`src/fds_pkg.sv`:
```
// shared constants and types for the fault dispatch and stop unit
package fds_pkg;
  localparam int CLK_PERIOD_NS = 8;
  localparam int ACK_TIMEOUT_NS = 20000;
  localparam int ACK_TIMEOUT_CYC =
    (ACK_TIMEOUT_NS + CLK_PERIOD_NS - 1) / CLK_PERIOD_NS;
  localparam int ACK_CNT_W = 12;
  localparam int FLASH_FAST_HALF_NS = 62500000;
  localparam int FLASH_FAST_HALF_CYC = FLASH_FAST_HALF_NS / CLK_PERIOD_NS;
  localparam int FLASH_CNT_W = 24;
  localparam logic [1:0] FLASH_SLOW_LAST = 2'h3;
  localparam int DEPTH_W = 3;
  localparam logic [DEPTH_W-1:0] NEST_MAX = 3'h7;
  localparam logic [DEPTH_W-1:0] DEPTH_ONE = 3'h1;
  localparam int NVEC = 13;
  localparam int VEC_W = 4;
  localparam int WORD_W = 16;
  localparam int CC_W = 8;
  localparam int OB_W = 8;
  localparam logic [VEC_W-1:0] V_ABSENT = 4'h0;
  localparam logic [VEC_W-1:0] V_ACK_IND = 4'h1;
  localparam logic [VEC_W-1:0] V_ACK_IMG = 4'h2;
  localparam logic [VEC_W-1:0] V_ADDR = 4'h3;
  localparam logic [VEC_W-1:0] V_SCAN = 4'h4;
  localparam logic [VEC_W-1:0] V_SUBST = 4'h5;
  localparam logic [VEC_W-1:0] V_OPCODE = 4'h6;
  localparam logic [VEC_W-1:0] V_PARAM = 4'h7;
  localparam logic [VEC_W-1:0] V_SFUNC = 4'h8;
  localparam logic [VEC_W-1:0] V_XFER = 4'h9;
  localparam logic [VEC_W-1:0] V_TIRQ = 4'hA;
  localparam logic [VEC_W-1:0] V_LOOP = 4'hB;
  localparam logic [VEC_W-1:0] V_SEL = 4'hC;
  // vectors whose missing handler means carry on instead of stop
  localparam logic [NVEC-1:0] CONT_MASK = 13'h0006;
  // vectors whose faulting instruction is skipped, resume at the next one
  localparam logic [NVEC-1:0] SKIP_MASK = 13'h03E9;

  function automatic logic [OB_W-1:0] fds_ob_num(input logic [VEC_W-1:0] v);
    case (v)
      V_ABSENT: return 8'h13;
      V_ACK_IND: return 8'h17;
      V_ACK_IMG: return 8'h18;
      V_ADDR: return 8'h19;
      V_SCAN: return 8'h1A;
      V_SUBST: return 8'h1B;
      V_SEL: return 8'h1C;
      V_OPCODE: return 8'h1D;
      V_PARAM: return 8'h1E;
      V_SFUNC: return 8'h1F;
      V_XFER: return 8'h20;
      V_TIRQ: return 8'h21;
      V_LOOP: return 8'h22;
      default: return 8'h00;
    endcase
  endfunction : fds_ob_num

  typedef enum logic [2:0] {
    CAUSE_NONE = 3'b000, CAUSE_SELECTOR = 3'b001, CAUSE_INSTR = 3'b010,
    CAUSE_BUS = 3'b011, CAUSE_STACK = 3'b100, CAUSE_CONFIG = 3'b101,
    CAUSE_INIT = 3'b110, CAUSE_FAULT = 3'b111
  } fds_cause_t;

  typedef enum logic [1:0] {
    LAMP_OFF = 2'b00, LAMP_STEADY = 2'b01, LAMP_SLOW = 2'b10,
    LAMP_FAST = 2'b11
  } fds_lamp_t;

  typedef enum logic [1:0] {
    ST_RUN = 2'b00, ST_SEL = 2'b01, ST_STOP = 2'b10
  } fds_state_t;
endpackage : fds_pkg
```
`src/fds_ack_timer.sv`:
```
// acknowledgement timeout watch for module accesses
`timescale 1ns/100ps
module fds_ack_timer
  import fds_pkg::*;
(
  input wire logic clk,
  input wire logic reset_n,
  input wire logic io_start,
  input wire logic io_image,
  input wire logic module_ready,
  output logic io_wait,
  output logic timeout_ind,
  output logic timeout_img
);
  localparam logic [ACK_CNT_W-1:0] ACK_LAST =
    ACK_CNT_W'(ACK_TIMEOUT_CYC - 1);
  logic [ACK_CNT_W-1:0] cnt;
  logic kind_img;
  logic expire;

  assign expire = io_wait && !module_ready && cnt == ACK_LAST;

  // the access is held, not aborted, until ready or expiry
  always_ff @(posedge clk or negedge reset_n) begin
    if (!reset_n) begin
      io_wait <= 1'b0;
      cnt <= '0;
      kind_img <= 1'b0;
    end else if (!io_wait) begin
      if (io_start) begin
        io_wait <= 1'b1;
        cnt <= '0;
        kind_img <= io_image;
      end
    end else if (module_ready || expire) io_wait <= 1'b0;
    else cnt <= cnt + 1'b1;
  end

  always_ff @(posedge clk or negedge reset_n) begin
    if (!reset_n) begin
      timeout_ind <= 1'b0;
      timeout_img <= 1'b0;
    end else begin
      timeout_ind <= expire && !kind_img;
      timeout_img <= expire && kind_img;
    end
  end
endmodule : fds_ack_timer

```
`src/fds_fault_dispatch_stop_control.sv`:
```
// fault dispatch, stop entry, stop lamp and output disable control
`timescale 1ns/100ps
// What this block does
// - stop at instruction boundary or with core halted; selector stop on return of handler 28
// - battery or power failure stops the unit
// - interrupt or block stack overflow stops
// - bad address list, loop or preset block stops
// - selector stop calls handler 28, then stops
// - faults inside handler 28 dispatch normally
// - lamp steady, slow or fast by cause
// - push break record when program was entered, except on config or init stops
// - absent handler: ack timeouts continue, others stop
// - supply fault info words with each call
// - absent block call runs handler 19, skips
// - absent block caught for all call kinds
// - module ready late flags ack timeout
// - single access 23, image update 24
// - ack timeout stretches, never aborts, instruction
// - unallocated image point runs handler 25, skips
// - scan overrun calls 26, restarts monitor
// - scan overrun sets output disable until return
// - illegal operand substitution calls handler 27
// - opcode, parameter, special function: 29 to 31
// - transfer, time interrupt, loop: 32 to 34
// - seven nesting levels; overflow or repeat stops
module fds_fault_dispatch_stop_control
  import fds_pkg::*;
#(
  parameter int FAST_HALF_CYC = FLASH_FAST_HALF_CYC
) (
  input wire logic clk,
  input wire logic reset_n,
  input wire logic instr_boundary,
  input wire logic core_running,
  input wire logic user_prog_entered,
  input wire logic selector_stop,
  input wire logic coordinator_halt,
  input wire logic stop_instr,
  input wire logic battery_fail,
  input wire logic central_power_fail,
  input wire logic expansion_power_fail,
  input wire logic interrupt_stack_overflow,
  input wire logic block_stack_overflow,
  input wire logic module_address_list_err,
  input wire logic loop_param_block_err,
  input wire logic preset_block_err,
  input wire logic init_err,
  input wire logic absent_block_call,
  input wire logic io_start,
  input wire logic io_image,
  input wire logic module_ready,
  input wire logic address_error,
  input wire logic scan_overrun,
  input wire logic subst_error,
  input wire logic illegal_opcode,
  input wire logic illegal_param,
  input wire logic special_func_err,
  input wire logic transfer_err,
  input wire logic time_irq_overrun,
  input wire logic loop_ctrl_err,
  input wire logic handler_load,
  input wire logic [NVEC-1:0] handler_present_in,
  input wire logic handler_done,
  input wire logic [WORD_W-1:0] cur_addr,
  input wire logic [CC_W-1:0] cur_cc,
  input wire logic [WORD_W-1:0] acc1,
  input wire logic [WORD_W-1:0] acc2,
  output logic run_enable,
  output logic stop_state,
  output fds_cause_t stop_cause,
  output logic stop_lamp,
  output logic output_disable,
  output logic scan_restart,
  output logic io_wait,
  output logic handler_call,
  output logic [OB_W-1:0] handler_num,
  output logic [WORD_W-1:0] handler_info1,
  output logic [WORD_W-1:0] handler_info2,
  output logic handler_skip,
  output logic [DEPTH_W-1:0] nest_depth,
  output logic istack_push,
  output logic [WORD_W-1:0] istack_addr,
  output logic [CC_W-1:0] istack_cc,
  output logic [WORD_W-1:0] istack_acc1,
  output logic [WORD_W-1:0] istack_acc2,
  output fds_cause_t istack_cause
);
  fds_state_t state;
  fds_cause_t next_cause;
  fds_cause_t enter_cause;
  fds_lamp_t lamp_mode;
  logic [NVEC-1:0] handler_present;
  logic [NVEC-1:0] raw;
  logic [NVEC-1:0] pending;
  logic [NVEC-1:0] clr_vec;
  logic [NVEC-1:0] active;
  logic [VEC_W-1:0] nest_vec [NEST_MAX];
  logic [VEC_W-1:0] call_vec;
  logic [VEC_W-1:0] pop_vec;
  logic do_call;
  logic pop;
  logic enter_stop;
  logic timeout_ind;
  logic timeout_img;
  logic sel_req;
  logic bus_fail;
  logic stack_ovf;
  logic cfg_err;
  logic hard_cause;
  logic [DEPTH_W-1:0] nest_depth_q;

  function automatic logic [VEC_W-1:0] first_pending(
    input logic [NVEC-1:0] p);
    logic [VEC_W-1:0] r;
    r = V_ABSENT;
    for (int i = NVEC - 1; i >= 0; i--) begin
      if (p[i]) r = VEC_W'(i);
    end
    return r;
  endfunction : first_pending

  fds_ack_timer u_ack (
    .clk(clk),
    .reset_n(reset_n),
    .io_start(io_start),
    .io_image(io_image),
    .module_ready(module_ready),
    .io_wait(io_wait),
    .timeout_ind(timeout_ind),
    .timeout_img(timeout_img)
  );

  fds_lamp #(.FAST_HALF_CYC(FAST_HALF_CYC)) u_lamp (
    .clk(clk),
    .reset_n(reset_n),
    .mode(lamp_mode),
    .lamp(stop_lamp)
  );

  assign sel_req = selector_stop | coordinator_halt;
  assign bus_fail = battery_fail | central_power_fail |
                    expansion_power_fail;
  assign stack_ovf = interrupt_stack_overflow |
                     block_stack_overflow;
  assign cfg_err = module_address_list_err | loop_param_block_err |
                   preset_block_err;
  assign hard_cause = init_err | cfg_err | bus_fail | stack_ovf |
                      stop_instr;
  // the core may not start or continue while a hard cause stands
  assign run_enable = (state != ST_STOP) && !hard_cause;
  assign stop_state = (state == ST_STOP);
  assign nest_depth = NEST_MAX & nest_depth_q;

  // absent_block_call covers every block type and call kind
  assign raw = {1'b0, loop_ctrl_err, time_irq_overrun, transfer_err,
                special_func_err, illegal_param, illegal_opcode,
                subst_error, scan_overrun, address_error, timeout_img,
                timeout_ind, absent_block_call};

  always_ff @(posedge clk or negedge reset_n) begin
    if (!reset_n) handler_present <= '0;
    else if (handler_load) handler_present <= handler_present_in;
  end

  // set wins over clear so a repeat in the dispatch cycle is kept
  generate
    for (genvar i = 0; i < NVEC; i++) begin : g_pend
      always_ff @(posedge clk or negedge reset_n) begin
        if (!reset_n) pending[i] <= 1'b0;
        else pending[i] <= raw[i] | (pending[i] & ~clr_vec[i]);
      end
    end
  endgenerate

  assign pop = handler_done && nest_depth_q != '0;
  assign pop_vec = nest_vec[nest_depth_q - DEPTH_ONE];

  always_comb begin
    next_cause = CAUSE_NONE;
    do_call = 1'b0;
    call_vec = V_ABSENT;
    clr_vec = '0;
    if (state != ST_STOP && !handler_done &&
        (instr_boundary || !core_running)) begin
      if (init_err) next_cause = CAUSE_INIT;
      else if (cfg_err) next_cause = CAUSE_CONFIG;
      else if (bus_fail) next_cause = CAUSE_BUS;
      else if (stack_ovf) next_cause = CAUSE_STACK;
      else if (stop_instr) next_cause = CAUSE_INSTR;
      else if (sel_req && state == ST_RUN) begin
        if (handler_present[V_SEL] && nest_depth_q != NEST_MAX) begin
          do_call = 1'b1;
          call_vec = V_SEL;
        end else next_cause = CAUSE_SELECTOR;
      end else if (|pending) begin
        call_vec = first_pending(pending);
        clr_vec[call_vec] = 1'b1;
        if (active[call_vec] || nest_depth_q == NEST_MAX)
          next_cause = CAUSE_FAULT;
        else if (handler_present[call_vec]) do_call = 1'b1;
        else if (!CONT_MASK[call_vec]) next_cause = CAUSE_FAULT;
      end
    end
  end

  always_comb begin
    enter_cause = next_cause;
    if (state == ST_SEL && pop && pop_vec == V_SEL)
      enter_cause = CAUSE_SELECTOR;
    enter_stop = (enter_cause != CAUSE_NONE);
  end

  always_ff @(posedge clk or negedge reset_n) begin
    if (!reset_n) state <= ST_RUN;
    else begin
      case (state)
        ST_RUN: begin
          if (enter_stop) state <= ST_STOP;
          else if (do_call && call_vec == V_SEL) state <= ST_SEL;
        end
        ST_SEL: if (enter_stop) state <= ST_STOP;
        ST_STOP: state <= ST_STOP;
        default: state <= ST_RUN;
      endcase
    end
  end

  always_ff @(posedge clk or negedge reset_n) begin
    if (!reset_n) stop_cause <= CAUSE_NONE;
    else if (state != ST_STOP && enter_stop) stop_cause <= enter_cause;
  end

  // nesting stack holds which vector each open handler belongs to
  always_ff @(posedge clk) begin
    if (do_call) nest_vec[nest_depth_q] <= call_vec;
  end

  always_ff @(posedge clk or negedge reset_n) begin
    if (!reset_n) begin
      nest_depth_q <= '0;
      active <= '0;
    end else if (do_call) begin
      nest_depth_q <= nest_depth_q + DEPTH_ONE;
      active[call_vec] <= 1'b1;
    end else if (pop) begin
      nest_depth_q <= nest_depth_q - DEPTH_ONE;
      active[pop_vec] <= 1'b0;
    end
  end

  always_ff @(posedge clk or negedge reset_n) begin
    if (!reset_n) begin
      handler_call <= 1'b0;
      handler_num <= '0;
      handler_info1 <= '0;
      handler_info2 <= '0;
      handler_skip <= 1'b0;
    end else begin
      handler_call <= do_call;
      if (do_call) begin
        handler_num <= fds_ob_num(call_vec);
        handler_info1 <= WORD_W'({fds_ob_num(call_vec),
                                  nest_depth_q});
        handler_info2 <= cur_addr;
        handler_skip <= SKIP_MASK[call_vec];
      end
    end
  end

  // disable is held through stop; only a clean return clears it
  always_ff @(posedge clk or negedge reset_n) begin
    if (!reset_n) output_disable <= 1'b0;
    else if (scan_overrun) output_disable <= 1'b1;
    else if (pop && nest_depth_q == DEPTH_ONE && state != ST_STOP)
      output_disable <= 1'b0;
  end

  always_ff @(posedge clk or negedge reset_n) begin
    if (!reset_n) scan_restart <= 1'b0;
    else scan_restart <= scan_overrun;
  end

  always_ff @(posedge clk or negedge reset_n) begin
    if (!reset_n) begin
      istack_push <= 1'b0;
      istack_addr <= '0;
      istack_cc <= '0;
      istack_acc1 <= '0;
      istack_acc2 <= '0;
      istack_cause <= CAUSE_NONE;
    end else begin
      istack_push <= 1'b0;
      if (state != ST_STOP && enter_stop && user_prog_entered &&
          enter_cause != CAUSE_CONFIG && enter_cause != CAUSE_INIT) begin
        istack_push <= 1'b1;
        istack_addr <= cur_addr;
        istack_cc <= cur_cc;
        istack_acc1 <= acc1;
        istack_acc2 <= acc2;
        istack_cause <= enter_cause;
      end
    end
  end

  always_comb begin
    lamp_mode = LAMP_OFF;
    if (state == ST_STOP) begin
      case (stop_cause)
        CAUSE_SELECTOR, CAUSE_BUS: lamp_mode = LAMP_STEADY;
        CAUSE_INIT: lamp_mode = LAMP_FAST;
        CAUSE_NONE: lamp_mode = LAMP_OFF;
        default: lamp_mode = LAMP_SLOW;
      endcase
    end
  end
endmodule : fds_fault_dispatch_stop_control

```
`src/fds_lamp.sv`:
```
// stop lamp driver with flash-rate enable dividers
`timescale 1ns/100ps
module fds_lamp
  import fds_pkg::*;
#(
  parameter int FAST_HALF_CYC = FLASH_FAST_HALF_CYC
) (
  input wire logic clk,
  input wire logic reset_n,
  input fds_lamp_t mode,
  output logic lamp
);
  logic [FLASH_CNT_W-1:0] div;
  logic [1:0] slow_div;
  logic fast_tick;
  logic fast_ph;
  logic slow_ph;

  assign fast_tick = (div == FLASH_CNT_W'(FAST_HALF_CYC - 1));

  always_ff @(posedge clk or negedge reset_n) begin
    if (!reset_n) div <= '0;
    else if (fast_tick) div <= '0;
    else div <= div + 1'b1;
  end

  // slow rate is derived from the fast tick so both phases stay aligned
  always_ff @(posedge clk or negedge reset_n) begin
    if (!reset_n) begin
      fast_ph <= 1'b0;
      slow_ph <= 1'b0;
      slow_div <= '0;
    end else if (fast_tick) begin
      fast_ph <= ~fast_ph;
      slow_div <= slow_div + 1'b1;
      if (slow_div == FLASH_SLOW_LAST) slow_ph <= ~slow_ph;
    end
  end

  always_ff @(posedge clk or negedge reset_n) begin
    if (!reset_n) lamp <= 1'b0;
    else begin
      case (mode)
        LAMP_STEADY: lamp <= 1'b1;
        LAMP_SLOW: lamp <= slow_ph;
        LAMP_FAST: lamp <= fast_ph;
        default: lamp <= 1'b0;
      endcase
    end
  end
endmodule : fds_lamp

```
`config.mk`:
```
export PLATFORM = sky130hd
export DESIGN_NAME = fds_fault_dispatch_stop_control
export DESIGN_NICKNAME = d
export VERILOG_FILES = /design/src/fds_pkg.sv /design/src/fds_ack_timer.sv /design/src/fds_fault_dispatch_stop_control.sv /design/src/fds_lamp.sv
export SDC_FILE = /design/constraint.sdc
export NUM_CORES = 1
export LEC_CHECK = 0
export BUFFER_PORTS_ARGS = -buffer_cell sky130_fd_sc_hd__buf_2
export CAP_MARGIN = 20
export CORE_MARGIN = 2
export CORE_UTILIZATION = 55
export DETAILED_ROUTE_END_ITERATION = 10
export HOLD_SLACK_MARGIN = 0.02
export PLACE_DENSITY = 0.81
export RECOVER_POWER = 25
export REMOVE_ABC_BUFFERS = 1
export SLEW_MARGIN = 20
export SYNTH_ARGS = -nofsm -noshare
export SYNTH_HDL_FRONTEND = slang
export SYNTH_SLANG_ARGS = --single-unit
export TNS_END_PERCENT = 10
```
`constraint.sdc`:
```
create_clock -name clk -period 4.4 [get_ports clk]
set_input_delay 0.66 -clock clk [delete_from_list [all_inputs] [get_ports clk]]
set_output_delay 0.66 -clock clk [all_outputs]
set_load 0.01 [all_outputs]
```
==> results.sh, run 1 <==
export IMPL_initial_core_util=0.559
export IMPL_synth_top_cells_by_area="sky130_fd_sc_hd__dfrtp_1, sky130_fd_sc_hd__edfxtp_1, sky130_fd_sc_hd__mux2_2"
export IMPL_row_count=49
export IMPL_unrepaired_setup_endpoints_after_global_routing="false"
export IMPL_startpoint="pending[7]$_DFF_PN0_"
export IMPL_antenna_found_initial=3
export IMPL_crit_path_max_incr_delay_ps=730
export IMPL_crit_path_start_kind="register"
export IMPL_clockBufferDepth=3
export IMPL_layout_min_cycle_time_ps=3950
export IMPL_ff2ff_path_depth=9
export IMPL_total_net_switching_power_mw=1.97
export IMPL_syn_cell_area_um2=9970
export IMPL_synth_top_cell_area_share=0.454
export IMPL_static_leakage_power_nw=5.60
export IMPL_final_antenna_net_count=0
export IMPL_synth_seq_area_share=0.539
export IMPL_critical_path_stages=9
export IMPL_cell_variety_after_synth=77
export IMPL_synth_ff_type="sky130_fd_sc_hd__dfrtp_1"
export IMPL_skew_ps=15.2
export IMPL_cp_slowest_cell="sky130_fd_sc_hd__or4_1"
export IMPL_top_level_ports=215
export IMPL_clk_insertion_delay_late_ps=530
export IMPL_wire_per_inst_um=17.8
export IMPL_ir_worst_vdd_mv=0.563
export IMPL_postSynthCellCount=878
export IMPL_htreeDepth=1
export IMPL_critical_path_n_buffers_inverters=1
export IMPL_placement_io_buffers=205
export IMPL_drc=0
export IMPL_totalPowerFinal_mw=6.39
export IMPL_post_dp_hpwl_mm=17.2
export IMPL_pwr_share_comb=0.280
export IMPL_vert_die_dim_um=139
export IMPL_timing_worst_setup_path_type="reg -> reg"
export IMPL_cap_violations=1
export IMPL_nNetsFinal=1213
export IMPL_r2r_setup_slack_ps=450
export IMPL_detailedRoute_firstPassIterationCount=5
export IMPL_yosysMostFrequentCell="sky130_fd_sc_hd__dfrtp_1"
export IMPL_globalplace_congestion=0.913
export IMPL_clock_tree_root_cell="sky130_fd_sc_hd__clkbuf_16"
export IMPL_arrival_worst_endpoint_ps=4110
export IMPL_synthesis_area_per_instance_um2=11.4
export IMPL_layout_cell_area_non_filler_um2=12000
export IMPL_final_max_slew_viol_count=97
export IMPL_switching_part_of_the_total=0.308
export IMPL_outcome="finished with violations"
export IMPL_final_hold_violation_count=0
export IMPL_worst_path_dominant_cell_family="simple AND/OR/NAND/NOR gates"
export IMPL_drt_initial_drc_count=628
export IMPL_cts_hold_buffers=0
export IMPL_core_area_um2=17800
export IMPL_postSynth_asyncResetShare=0.866
export IMPL_cpMostUsedCell="sky130_fd_sc_hd__nand2_1"
export IMPL_viasPerCell=5.60
export IMPL_crit_reg2reg_launch="pending[7]$_DFF_PN0_"
export IMPL_crit_chain="or4_1 -> nor2_4 -> nand2_1 -> o32ai_1 -> nor3_1 -> o31ai_1 -> nand2_1 -> buf_4 -> nor4_1"
export IMPL_slew_limit_headroom=-0.548
export IMPL_cts_tree="yes"
export IMPL_layout_area_overhead_vs_synth_pct=20.9
export IMPL_worstHoldPathType="in -> reg"
export IMPL_violated_checks="capacitance limit, slew limit"
export IMPL_cts_buffers_inserted=23
export IMPL_clk_pin_slew_worst_paths_ps=70
export IMPL_grt_start_max_net_pins=97
export IMPL_final_min_period_over_clock_period=0.897
export IMPL_fmaxAchievable_ghz=0.253
export IMPL_final_util=0.675
export IMPL_grt_first_pass_wirelength_mm=38.3
export IMPL_setup_violations_final=0
export IMPL_power_clock_fraction=0.327
export IMPL_setup_worst_path_end_class="register"
export IMPL_intPower_mw=4.42
export IMPL_drive_gt1_frac=0.320
export IMPL_setup_worst_path_end="nest_vec[3][2]$_DFFE_PP_"
export IMPL_drt_wl_total_mm=23.8
export IMPL_worstPathRequired_ps=4560
export IMPL_first_global_vias=7451
export IMPL_groute_usage_overall=0.244
export IMPL_postPlaceCellArea_um2=11200
export IMPL_yosys_warnings=0
export IMPL_numClockSinks=209
export IMPL_grt_ovfl_total=0
export IMPL_power_density_of_the_placed_cells_nw_per_um2=531
export IMPL_die_area_um2=19200
export IMPL_timing_critical_path_fanout_max=41
export IMPL_crit_reg2reg_capture="nest_vec[3][2]$_DFFE_PP_"
export IMPL_seq_power_share=0.393
export IMPL_synth_edff_count=28
export IMPL_yosys_area_top_type="sky130_fd_sc_hd__dfrtp_1"
export IMPL_die_x_um=139
export IMPL_synth_top_cells_by_count="sky130_fd_sc_hd__dfrtp_1, sky130_fd_sc_hd__nand2_1, sky130_fd_sc_hd__nor2_1"
export IMPL_postSynthRegisterBits=209
export IMPL_route_vias_total=7497
export IMPL_max_slew_worst_pin_slew_ps=2320
==> worst min path at each step <==
stage / from / endpoint / slack, ps / depth (start not counted)
after floorplan: reset_n / active[0]$_DFFE_PN0P_ / 360 / 0
after CTS: reset_n / pending[7]$_DFF_PN0_ / 260 / 1
after global routing: time_irq_overrun / pending[10]$_DFF_PN0_ / 320 / 2
final: time_irq_overrun / pending[10]$_DFF_PN0_ / 310 / 2
after detailed placement: u_ack.timeout_img$_DFF_PN0_ / pending[2]$_DFF_PN0_ / 420 / 1
after global placement: u_ack.timeout_img$_DFF_PN0_ / pending[2]$_DFF_PN0_ / 420 / 1
==> stage by stage <==
stage	hold slack [ps]	setup TNS, ps	worst slack, ps	std cells
global route	318	0	11.6	1337
detailed placement	423	0	444	1295
global placement	417	0	587	1295
CTS	258	0	438	1337
floorplan	364	-107530	-1940	844
finish	312	0	454	1338
==> registers in the layout, indices dropped and copies added (netlist names), 2 cells and up <==
name             count
active              13
handler_info1        9
handler_info2       16
handler_present     13
istack_acc1         16
istack_acc2         16
istack_addr         16
istack_cause         3
istack_cc            8
nest_depth           3
nest_vec            28
pending             13
state                2
stop_cause           3
u_ack.cnt           12
u_lamp.div          24
u_lamp.slow_div      2
==> area by class of cell <==
cell class / count / area (um2)
multi-input combinational: 607 / 4280
timing repair buffer: 222 / 1170
antenna: 1 / 2.50
fill: 1324 / 5800
sequential: 209 / 5370
clock inverter: 15 / 213
inverter: 28 / 105
tap: 229 / 287
clock buffer: 27 / 611
==> power groups by stage <==
stage	logic, mW	registers (mW)	clock network (mW)
CTS	1.80	2.51	2.12
global placement	1.73	2.52	0
floorplan	0.927	2.68	0
finish	1.79	2.51	2.09
detailed placement	1.78	2.53	0
global route	1.94	2.55	2.19
==> layout by cell type (no fill, tap or decap), types with 28 or more instances in the layout <==
cell | netlist | layout
sky130_fd_sc_hd__mux2_2 | 41 | 41
sky130_fd_sc_hd__a21oi_1 | 30 | 30
sky130_fd_sc_hd__nand2_1 | 116 | 116
sky130_fd_sc_hd__nor2_1 | 66 | 66
sky130_fd_sc_hd__buf_2 | 8 | 202
sky130_fd_sc_hd__o21ai_0 | 30 | 30
sky130_fd_sc_hd__edfxtp_1 | 28 | 28
sky130_fd_sc_hd__mux2_4 | 29 | 29
sky130_fd_sc_hd__dfrtp_1 | 181 | 181
==> per-layer routing <==
metal | global-route usage | wire length, um
met2 | 0.412 | 11800
met1 | 0.324 | 9850
met4 | 0.0840 | 734
met5 | 0 | 27
met3 | 0.0404 | 1320
==> cell families after synthesis <==
logic type / after synthesis / synth area share
other: 1 / 0.000376
xor gates and xnor gates: 34 / 0.0299
and+or+nand+nor: 307 / 0.149
DFF: 209 / 0.539
muxes: 87 / 0.112
buffers and inverters: 70 / 0.0364
adders and majority gates: 21 / 0.0264
AOI/OAI and AO/OA: 149 / 0.107
==> worst register-to-register path, cell delays in order (launching register included) <==
cell	delay, ps
sky130_fd_sc_hd__dfrtp_1	450
sky130_fd_sc_hd__or4_1	730
sky130_fd_sc_hd__nor2_4	200
sky130_fd_sc_hd__nand2_1	150
sky130_fd_sc_hd__o32ai_1	600
sky130_fd_sc_hd__nor3_1	150
sky130_fd_sc_hd__o31ai_1	300
sky130_fd_sc_hd__nand2_1	120
sky130_fd_sc_hd__buf_4	280
sky130_fd_sc_hd__nor4_1	600
==> repair_timing <==
action | in CTS | in global routing
buffers inserted | 0 | 0
gates resized for setup | 0 | 1
setup endpoints to repair | 0 | 2
Note: power is estimated with default switching activity, not from simulation.
==> run 2: changes to the inputs <==
--- a/config.mk
+++ b/config.mk
@@ -9,6 +9,7 @@
 export CAP_MARGIN = 20
 export CORE_MARGIN = 2
 export CORE_UTILIZATION = 55
+export CTS_BUF_LIST = sky130_fd_sc_hd__clkbuf_4 sky130_fd_sc_hd__clkbuf_8 sky130_fd_sc_hd__clkbuf_16
 export DETAILED_ROUTE_END_ITERATION = 10
 export HOLD_SLACK_MARGIN = 0.02
 export PLACE_DENSITY = 0.81
==> run 2 against run 1 <==
Net effect: die area unchanged; non-clock buffer count unchanged; cell count unchanged; clock skew down 1.8 ps; routed wire length up 0.32%; largest cell class unchanged; critical path type unchanged; flip-flop and latch count is the same; design area is essentially flat; the run still ends with capacitance limit, slew limit left.
==> results.sh, run 2 (synthesis results as in run 1) <==
export IMPL_vert_die_dim_um=139
export IMPL_grt_start_max_net_pins=97
export IMPL_worstHoldPathType="in -> reg"
export IMPL_layout_area_overhead_vs_synth_pct=20.9
export IMPL_route_vias_total=7506
export IMPL_fin_ws_ps=413
export IMPL_drc=0
export IMPL_first_global_vias=7470
export IMPL_globalplace_congestion=0.913
export IMPL_core_area_um2=17800
export IMPL_critical_path_n_buffers_inverters=1
export IMPL_drt_initial_drc_count=614
export IMPL_post_cts_setup_buffers=0
export IMPL_top_level_ports=215
export IMPL_layout_cells_most_common="sky130_fd_sc_hd__buf_2"
export IMPL_post_dp_hpwl_mm=17.2
export IMPL_viasPerCell=5.61
export IMPL_cp_slowest_cell="sky130_fd_sc_hd__or4_1"
export IMPL_groute_usage_overall=0.244
export IMPL_clk_insertion_delay_late_ps=530
export IMPL_cpMostUsedCell="sky130_fd_sc_hd__nand2_1"
export IMPL_biggestRegsByFlops="nest_vec: 28 flops, u_lamp.div: 24 flops"
export IMPL_arrival_worst_endpoint_ps=4140
export IMPL_die_x_um=139
export IMPL_registers_top_by_ff_count="nest_vec"
export IMPL_clk_pin_slew_worst_paths_ps=70
export IMPL_final_max_slew_viol_count=97
export IMPL_clockBufferDepth=3
export IMPL_crit_chain="or4_1 -> nor2_4 -> nand2_1 -> o32ai_1 -> nor3_1 -> o31ai_1 -> nand2_1 -> buf_4 -> nor4_1"
export IMPL_die_area_um2=19200
export IMPL_finalSetupTns_ps=0
export IMPL_max_slew_worst_pin_slew_ps=2330
export IMPL_worstPathRequired_ps=4560
export IMPL_detailedRoute_firstPassIterationCount=5
export IMPL_setup_worst_path_end_class="register"
export IMPL_layout_cells_non_filler=1338
export IMPL_fmaxAchievable_ghz=0.251
export IMPL_outcome="finished with violations"
export IMPL_antenna_found_initial=3
export IMPL_skew_ps=13.4
export IMPL_cts_tree="yes"
export IMPL_clock_tree_root_cell="sky130_fd_sc_hd__clkbuf_16"
export IMPL_htreeDepth=1
export IMPL_numClockSinks=209
export IMPL_drive_gt1_frac=0.322
export IMPL_setup_violations_final=0
export IMPL_final_hold_violation_count=0
export IMPL_cts_hold_buffers=0
export IMPL_most_common_layout_cells="sky130_fd_sc_hd__buf_2, sky130_fd_sc_hd__dfrtp_1, sky130_fd_sc_hd__nand2_1"
export IMPL_grt_ovfl_total=0
export IMPL_static_leakage_power_nw=5.61
export IMPL_crit_path_start_kind="register"
export IMPL_layout_min_cycle_time_ps=3990
export IMPL_final_antenna_net_count=0
export IMPL_nFillCells=1324
export IMPL_drt_wl_total_mm=23.8
export IMPL_number_of_flip_flops_in_the_largest_register=28
export IMPL_violated_checks="capacitance limit, slew limit"
export IMPL_final_hold_worst_slack_ps=313
export IMPL_timing_worst_setup_path_type="reg -> reg"
export IMPL_cts_buffers_inserted=23
export IMPL_slew_limit_headroom=-0.552
export IMPL_worst_slack_placed_ps=444
export IMPL_grt_first_pass_wirelength_mm=38.4
export IMPL_nNetsFinal=1213
export IMPL_ir_worst_vdd_mv=0.563
export IMPL_final_min_period_over_clock_period=0.906
export IMPL_worst_path_dominant_cell_family="simple AND/OR/NAND/NOR gates"
export IMPL_wire_per_inst_um=17.8
export IMPL_crit_path_max_incr_delay_ps=730
export IMPL_initial_core_util=0.559
export IMPL_placement_io_buffers=205
export IMPL_power_density_of_the_placed_cells_nw_per_um2=531
export IMPL_unrepaired_setup_endpoints_after_global_routing="false"
export IMPL_row_count=49
export IMPL_cap_violations=1
export IMPL_cts_resized_gates=0
export IMPL_timing_critical_path_fanout_max=41
export IMPL_numPlacedInstances=1295
[run 2: cell type report]
type | count | area, um2 | area share
Sequential cell | 209 | 5370 | 0.446
Antenna cell | 1 | 2.50 | 0.000208
Clock buffer | 27 | 618 | 0.0513
Multi-Input combinational cell | 607 | 4280 | 0.355
Tap cell | 229 | 287 | 0.0238
Inverter | 28 | 105 | 0.00872
Clock inverter | 15 | 213 | 0.0176
Timing Repair Buffer | 222 | 1170 | 0.0973
[run 2: metrics by stage]
step                      power, mW  area (um2)   util
after detailed placement       4.32       11200  0.629
after global routing           6.70       12000  0.675
after global placement         4.25       11200  0.629
after floorplan                3.61        9740      -
final                          6.40       12100  0.676
after CTS                      6.44       12100  0.676
[run 2: worst paths after layout]
kind | cells past startpoint | to | slack [ps] | start
min in group asynchronous | 1 | u_ack.cnt[8]$_DFFE_PN0P_ | 820 | reset_n
max | 9 | nest_vec[3][2]$_DFFE_PP_ | 410 | pending[7]$_DFF_PN0_
max in group asynchronous | 2 | handler_info1[7]$_DFFE_PN0N_ | 1530 | reset_n
min | 2 | pending[10]$_DFF_PN0_ | 310 | time_irq_overrun
max reg2reg | 9 | nest_vec[3][2]$_DFFE_PP_ | 410 | pending[7]$_DFF_PN0_
min reg2reg | 1 | u_ack.timeout_ind$_DFF_PN0_ | 430 | u_ack.kind_img$_DFFE_PN0P_
[run 2: power by group]
group / switching [mW] / internal [mW]
sequential: 0.223 / 2.29
clock: 0.797 / 1.30
combinational: 0.946 / 0.841
total: 1.97 / 4.44
[run 2: routing by layer]
layer / vias to the layer above / part of all wire / track usage
met5: - / 0.0011 / 0
met1: 3673 / 0.41 / 0.324
met4: 4 / 0.030 / 0.0835
met3: 61 / 0.059 / 0.0414
li1: 3529 / - / -
met2: 239 / 0.50 / 0.413
==> run 3: changes to the inputs <==
--- a/config.mk
+++ b/config.mk
@@ -10,6 +10,7 @@
 export CORE_MARGIN = 2
 export CORE_UTILIZATION = 55
 export CTS_BUF_LIST = sky130_fd_sc_hd__clkbuf_4 sky130_fd_sc_hd__clkbuf_8 sky130_fd_sc_hd__clkbuf_16
+export CTS_CLUSTER_SIZE = 10
 export DETAILED_ROUTE_END_ITERATION = 10
 export HOLD_SLACK_MARGIN = 0.02
 export PLACE_DENSITY = 0.81
==> constraint.sdc (replaced) <==
create_clock -name clk -period 4.5 [get_ports clk]
set_input_delay 0.675 -clock clk [delete_from_list [all_inputs] [get_ports clk]]
set_output_delay 0.675 -clock clk [all_outputs]
set_load 0.01 [all_outputs]
==> run 3 against run 2 <==
Net effect: the run still ends with capacitance limit, slew limit left; combinational power shrank 3%; power shrank 6.5%; cell count shrank 0.60%; flip-flop and latch count is the same; setup slack gained 140 ps; register-to-register slack gained 140 ps; clock-buffer cell count grew 8; first-iteration DRC count shrank 25%; global-route usage shrank 0.25 points; via count grew 0.33%; routed wire length shrank 1.9%; hold slack gained 32 ps; largest power group unchanged.
==> results.sh, run 3 (synthesis results as in run 1) <==
export IMPL_ff2ff_path_depth=10
export IMPL_setup_worst_path_end="nest_vec[2][2]$_DFFE_PP_"
export IMPL_detailedRoute_firstPassIterationCount=6
export IMPL_clk_pin_slew_worst_paths_ps=60
export IMPL_crit_path_max_incr_delay_ps=660
export IMPL_biggestRegsByFlops="nest_vec: 28 flops, u_lamp.div: 24 flops"
export IMPL_cts_hold_buffers=0
export IMPL_worst_path_dominant_cell_family="compound AO/OA/AOI/OAI gates"
export IMPL_final_hold_violation_count=0
export IMPL_max_slew_worst_pin_slew_ps=2450
export IMPL_registers_top_by_ff_count="nest_vec"
export IMPL_outcome="finished with violations"
export IMPL_crit_path_start_kind="register"
export IMPL_cts_buffers_inserted=25
export IMPL_drt_initial_drc_count=459
export IMPL_worstPathRequired_ps=4640
export IMPL_arrival_worst_endpoint_ps=4080
export IMPL_cpMostUsedCell="sky130_fd_sc_hd__nand2_1"
export IMPL_violated_checks="capacitance limit, slew limit"
export IMPL_grt_ovfl_total=0
export IMPL_post_cts_setup_buffers=0
export IMPL_setup_worst_path_end_class="register"
export IMPL_cp_slowest_cell="sky130_fd_sc_hd__nor4_1"
export IMPL_layout_min_cycle_time_ps=3940
export IMPL_layout_cells_most_common="sky130_fd_sc_hd__buf_2"
export IMPL_initial_core_util=0.559
export IMPL_min_from="special_func_err"
export IMPL_worst_slack_placed_ps=581
export IMPL_numClockSinks=209
export IMPL_grt_first_pass_wirelength_mm=38.0
export IMPL_die_x_um=139
export IMPL_crit_reg2reg_launch="pending[1]$_DFF_PN0_"
export IMPL_critical_path_stages=10
export IMPL_layout_cells_non_filler=1330
export IMPL_r2r_setup_slack_ps=560
export IMPL_htreeDepth=1
export IMPL_critical_path_n_buffers_inverters=1
export IMPL_clockBufferDepth=3
export IMPL_most_common_layout_cells="sky130_fd_sc_hd__buf_2, sky130_fd_sc_hd__dfrtp_1, sky130_fd_sc_hd__nand2_1"
export IMPL_total_area_of_multi_input_combinational_cells_um2=4280
export IMPL_postPlaceCellArea_um2=11200
export IMPL_groute_usage_overall=0.242
export IMPL_final_hold_worst_slack_ps=345
export IMPL_route_vias_total=7531
export IMPL_layout_cell_area_non_filler_um2=11900
export IMPL_setup_violations_final=0
export IMPL_unrepaired_setup_endpoints_after_global_routing="false"
export IMPL_worstHoldPathType="in -> reg"
export IMPL_grt_start_max_net_pins=101
export IMPL_vert_die_dim_um=139
export IMPL_timing_critical_path_fanout_max=41
export IMPL_number_of_flip_flops_in_the_largest_register=28
export IMPL_fmaxAchievable_ghz=0.253
export IMPL_row_count=49
export IMPL_fin_ws_ps=555
export IMPL_nFillCells=1341
export IMPL_viasPerCell=5.66
export IMPL_finalSetupTns_ps=0
export IMPL_top_level_ports=215
export IMPL_cap_violations=1
export IMPL_post_dp_hpwl_mm=17.0
export IMPL_ir_worst_vdd_mv=0.359
export IMPL_slew_limit_headroom=-0.632
export IMPL_numPlacedInstances=1292
export IMPL_drc=0
export IMPL_die_area_um2=19200
export IMPL_skew_ps=11.9
export IMPL_static_leakage_power_nw=5.53
export IMPL_first_global_vias=7494
export IMPL_antenna_found_initial=3
export IMPL_power_density_of_the_placed_cells_nw_per_um2=503
export IMPL_layout_area_overhead_vs_synth_pct=19.4
export IMPL_clk_insertion_delay_late_ps=510
export IMPL_core_area_um2=17800
export IMPL_cts_tree="yes"
export IMPL_placement_io_buffers=205
export IMPL_nNetsFinal=1212
export IMPL_cts_resized_gates=0
export IMPL_wire_per_inst_um=17.6
export IMPL_crit_reg2reg_capture="nest_vec[2][2]$_DFFE_PP_"
export IMPL_seq_area_um2=5370
export IMPL_final_min_period_over_clock_period=0.877
export IMPL_clock_tree_root_cell="sky130_fd_sc_hd__clkbuf_16"
export IMPL_crit_chain="nor2b_1 -> a21oi_2 -> a21oi_4 -> mux2i_1 -> nand2_1 -> a2111o_2 -> o31ai_1 -> nand2_1 -> buf_4 -> nor4_1"
export IMPL_final_max_slew_viol_count=101
export IMPL_timing_worst_setup_path_type="reg -> reg"
export IMPL_final_antenna_net_count=0
export IMPL_globalplace_congestion=0.905
export IMPL_startpoint="pending[1]$_DFF_PN0_"
export IMPL_drive_gt1_frac=0.318
export IMPL_drt_wl_total_mm=23.4
-- run 3: report_power, final --
part           switching [mW]  internal (mW)
logic                   0.921          0.820
registers               0.216           2.24
clock network           0.717           1.07
-- run 3: metal layers --
| metal | up-vias | track usage | part of all wire |
|---|---|---|---|
| li1 | 3529 | - | - |
| met1 | 3650 | 0.315 | 0.40 |
| met2 | 295 | 0.408 | 0.50 |
| met3 | 53 | 0.0546 | 0.076 |
| met4 | 4 | 0.0750 | 0.024 |
| met5 | - | 0 | 0.00098 |
-- run 3: worst reg2reg max path: cells and delay by family (launching register included) --
family	cells	cell delay (ps)
simple gates	4	1220
flops	1	570
mux	1	270
compound gates	4	1250
buf+inv	1	270
-- run 3: how the worst min path moves through the flow --
stage | endpoint | slack (ps) | cells past startpoint
6_report | pending[8]$_DFF_PN0_ | 350 | 2
2_1_floorplan | active[0]$_DFFE_PN0P_ | 380 | 0
4_1_cts | u_ack.cnt[9]$_DFFE_PN0P_ | 300 | 1
3_5_place_dp | pending[1]$_DFF_PN0_ | 430 | 1
5_1_grt | pending[8]$_DFF_PN0_ | 320 | 2
3_3_place_gp | pending[1]$_DFF_PN0_ | 420 | 1
-- run 3: final cells by class --
cell class / instances / area share
Tap cell: 229 / 0.0241
Sequential cell: 209 / 0.451
Antenna cell: 1 / 0.000210
Inverter: 28 / 0.00883
Multi-Input combinational cell: 607 / 0.360
Timing Repair Buffer: 219 / 0.0956
Clock buffer: 35 / 0.0589
Clock inverter: 2 / 0.00147
-- run 3: metrics by stage --
stage               utilization  power, mW
floorplan                     -       3.53
global placement          0.627       4.16
detailed placement        0.627       4.21
CTS                       0.667       6.03
global route              0.667       6.30
finish                    0.667       5.99
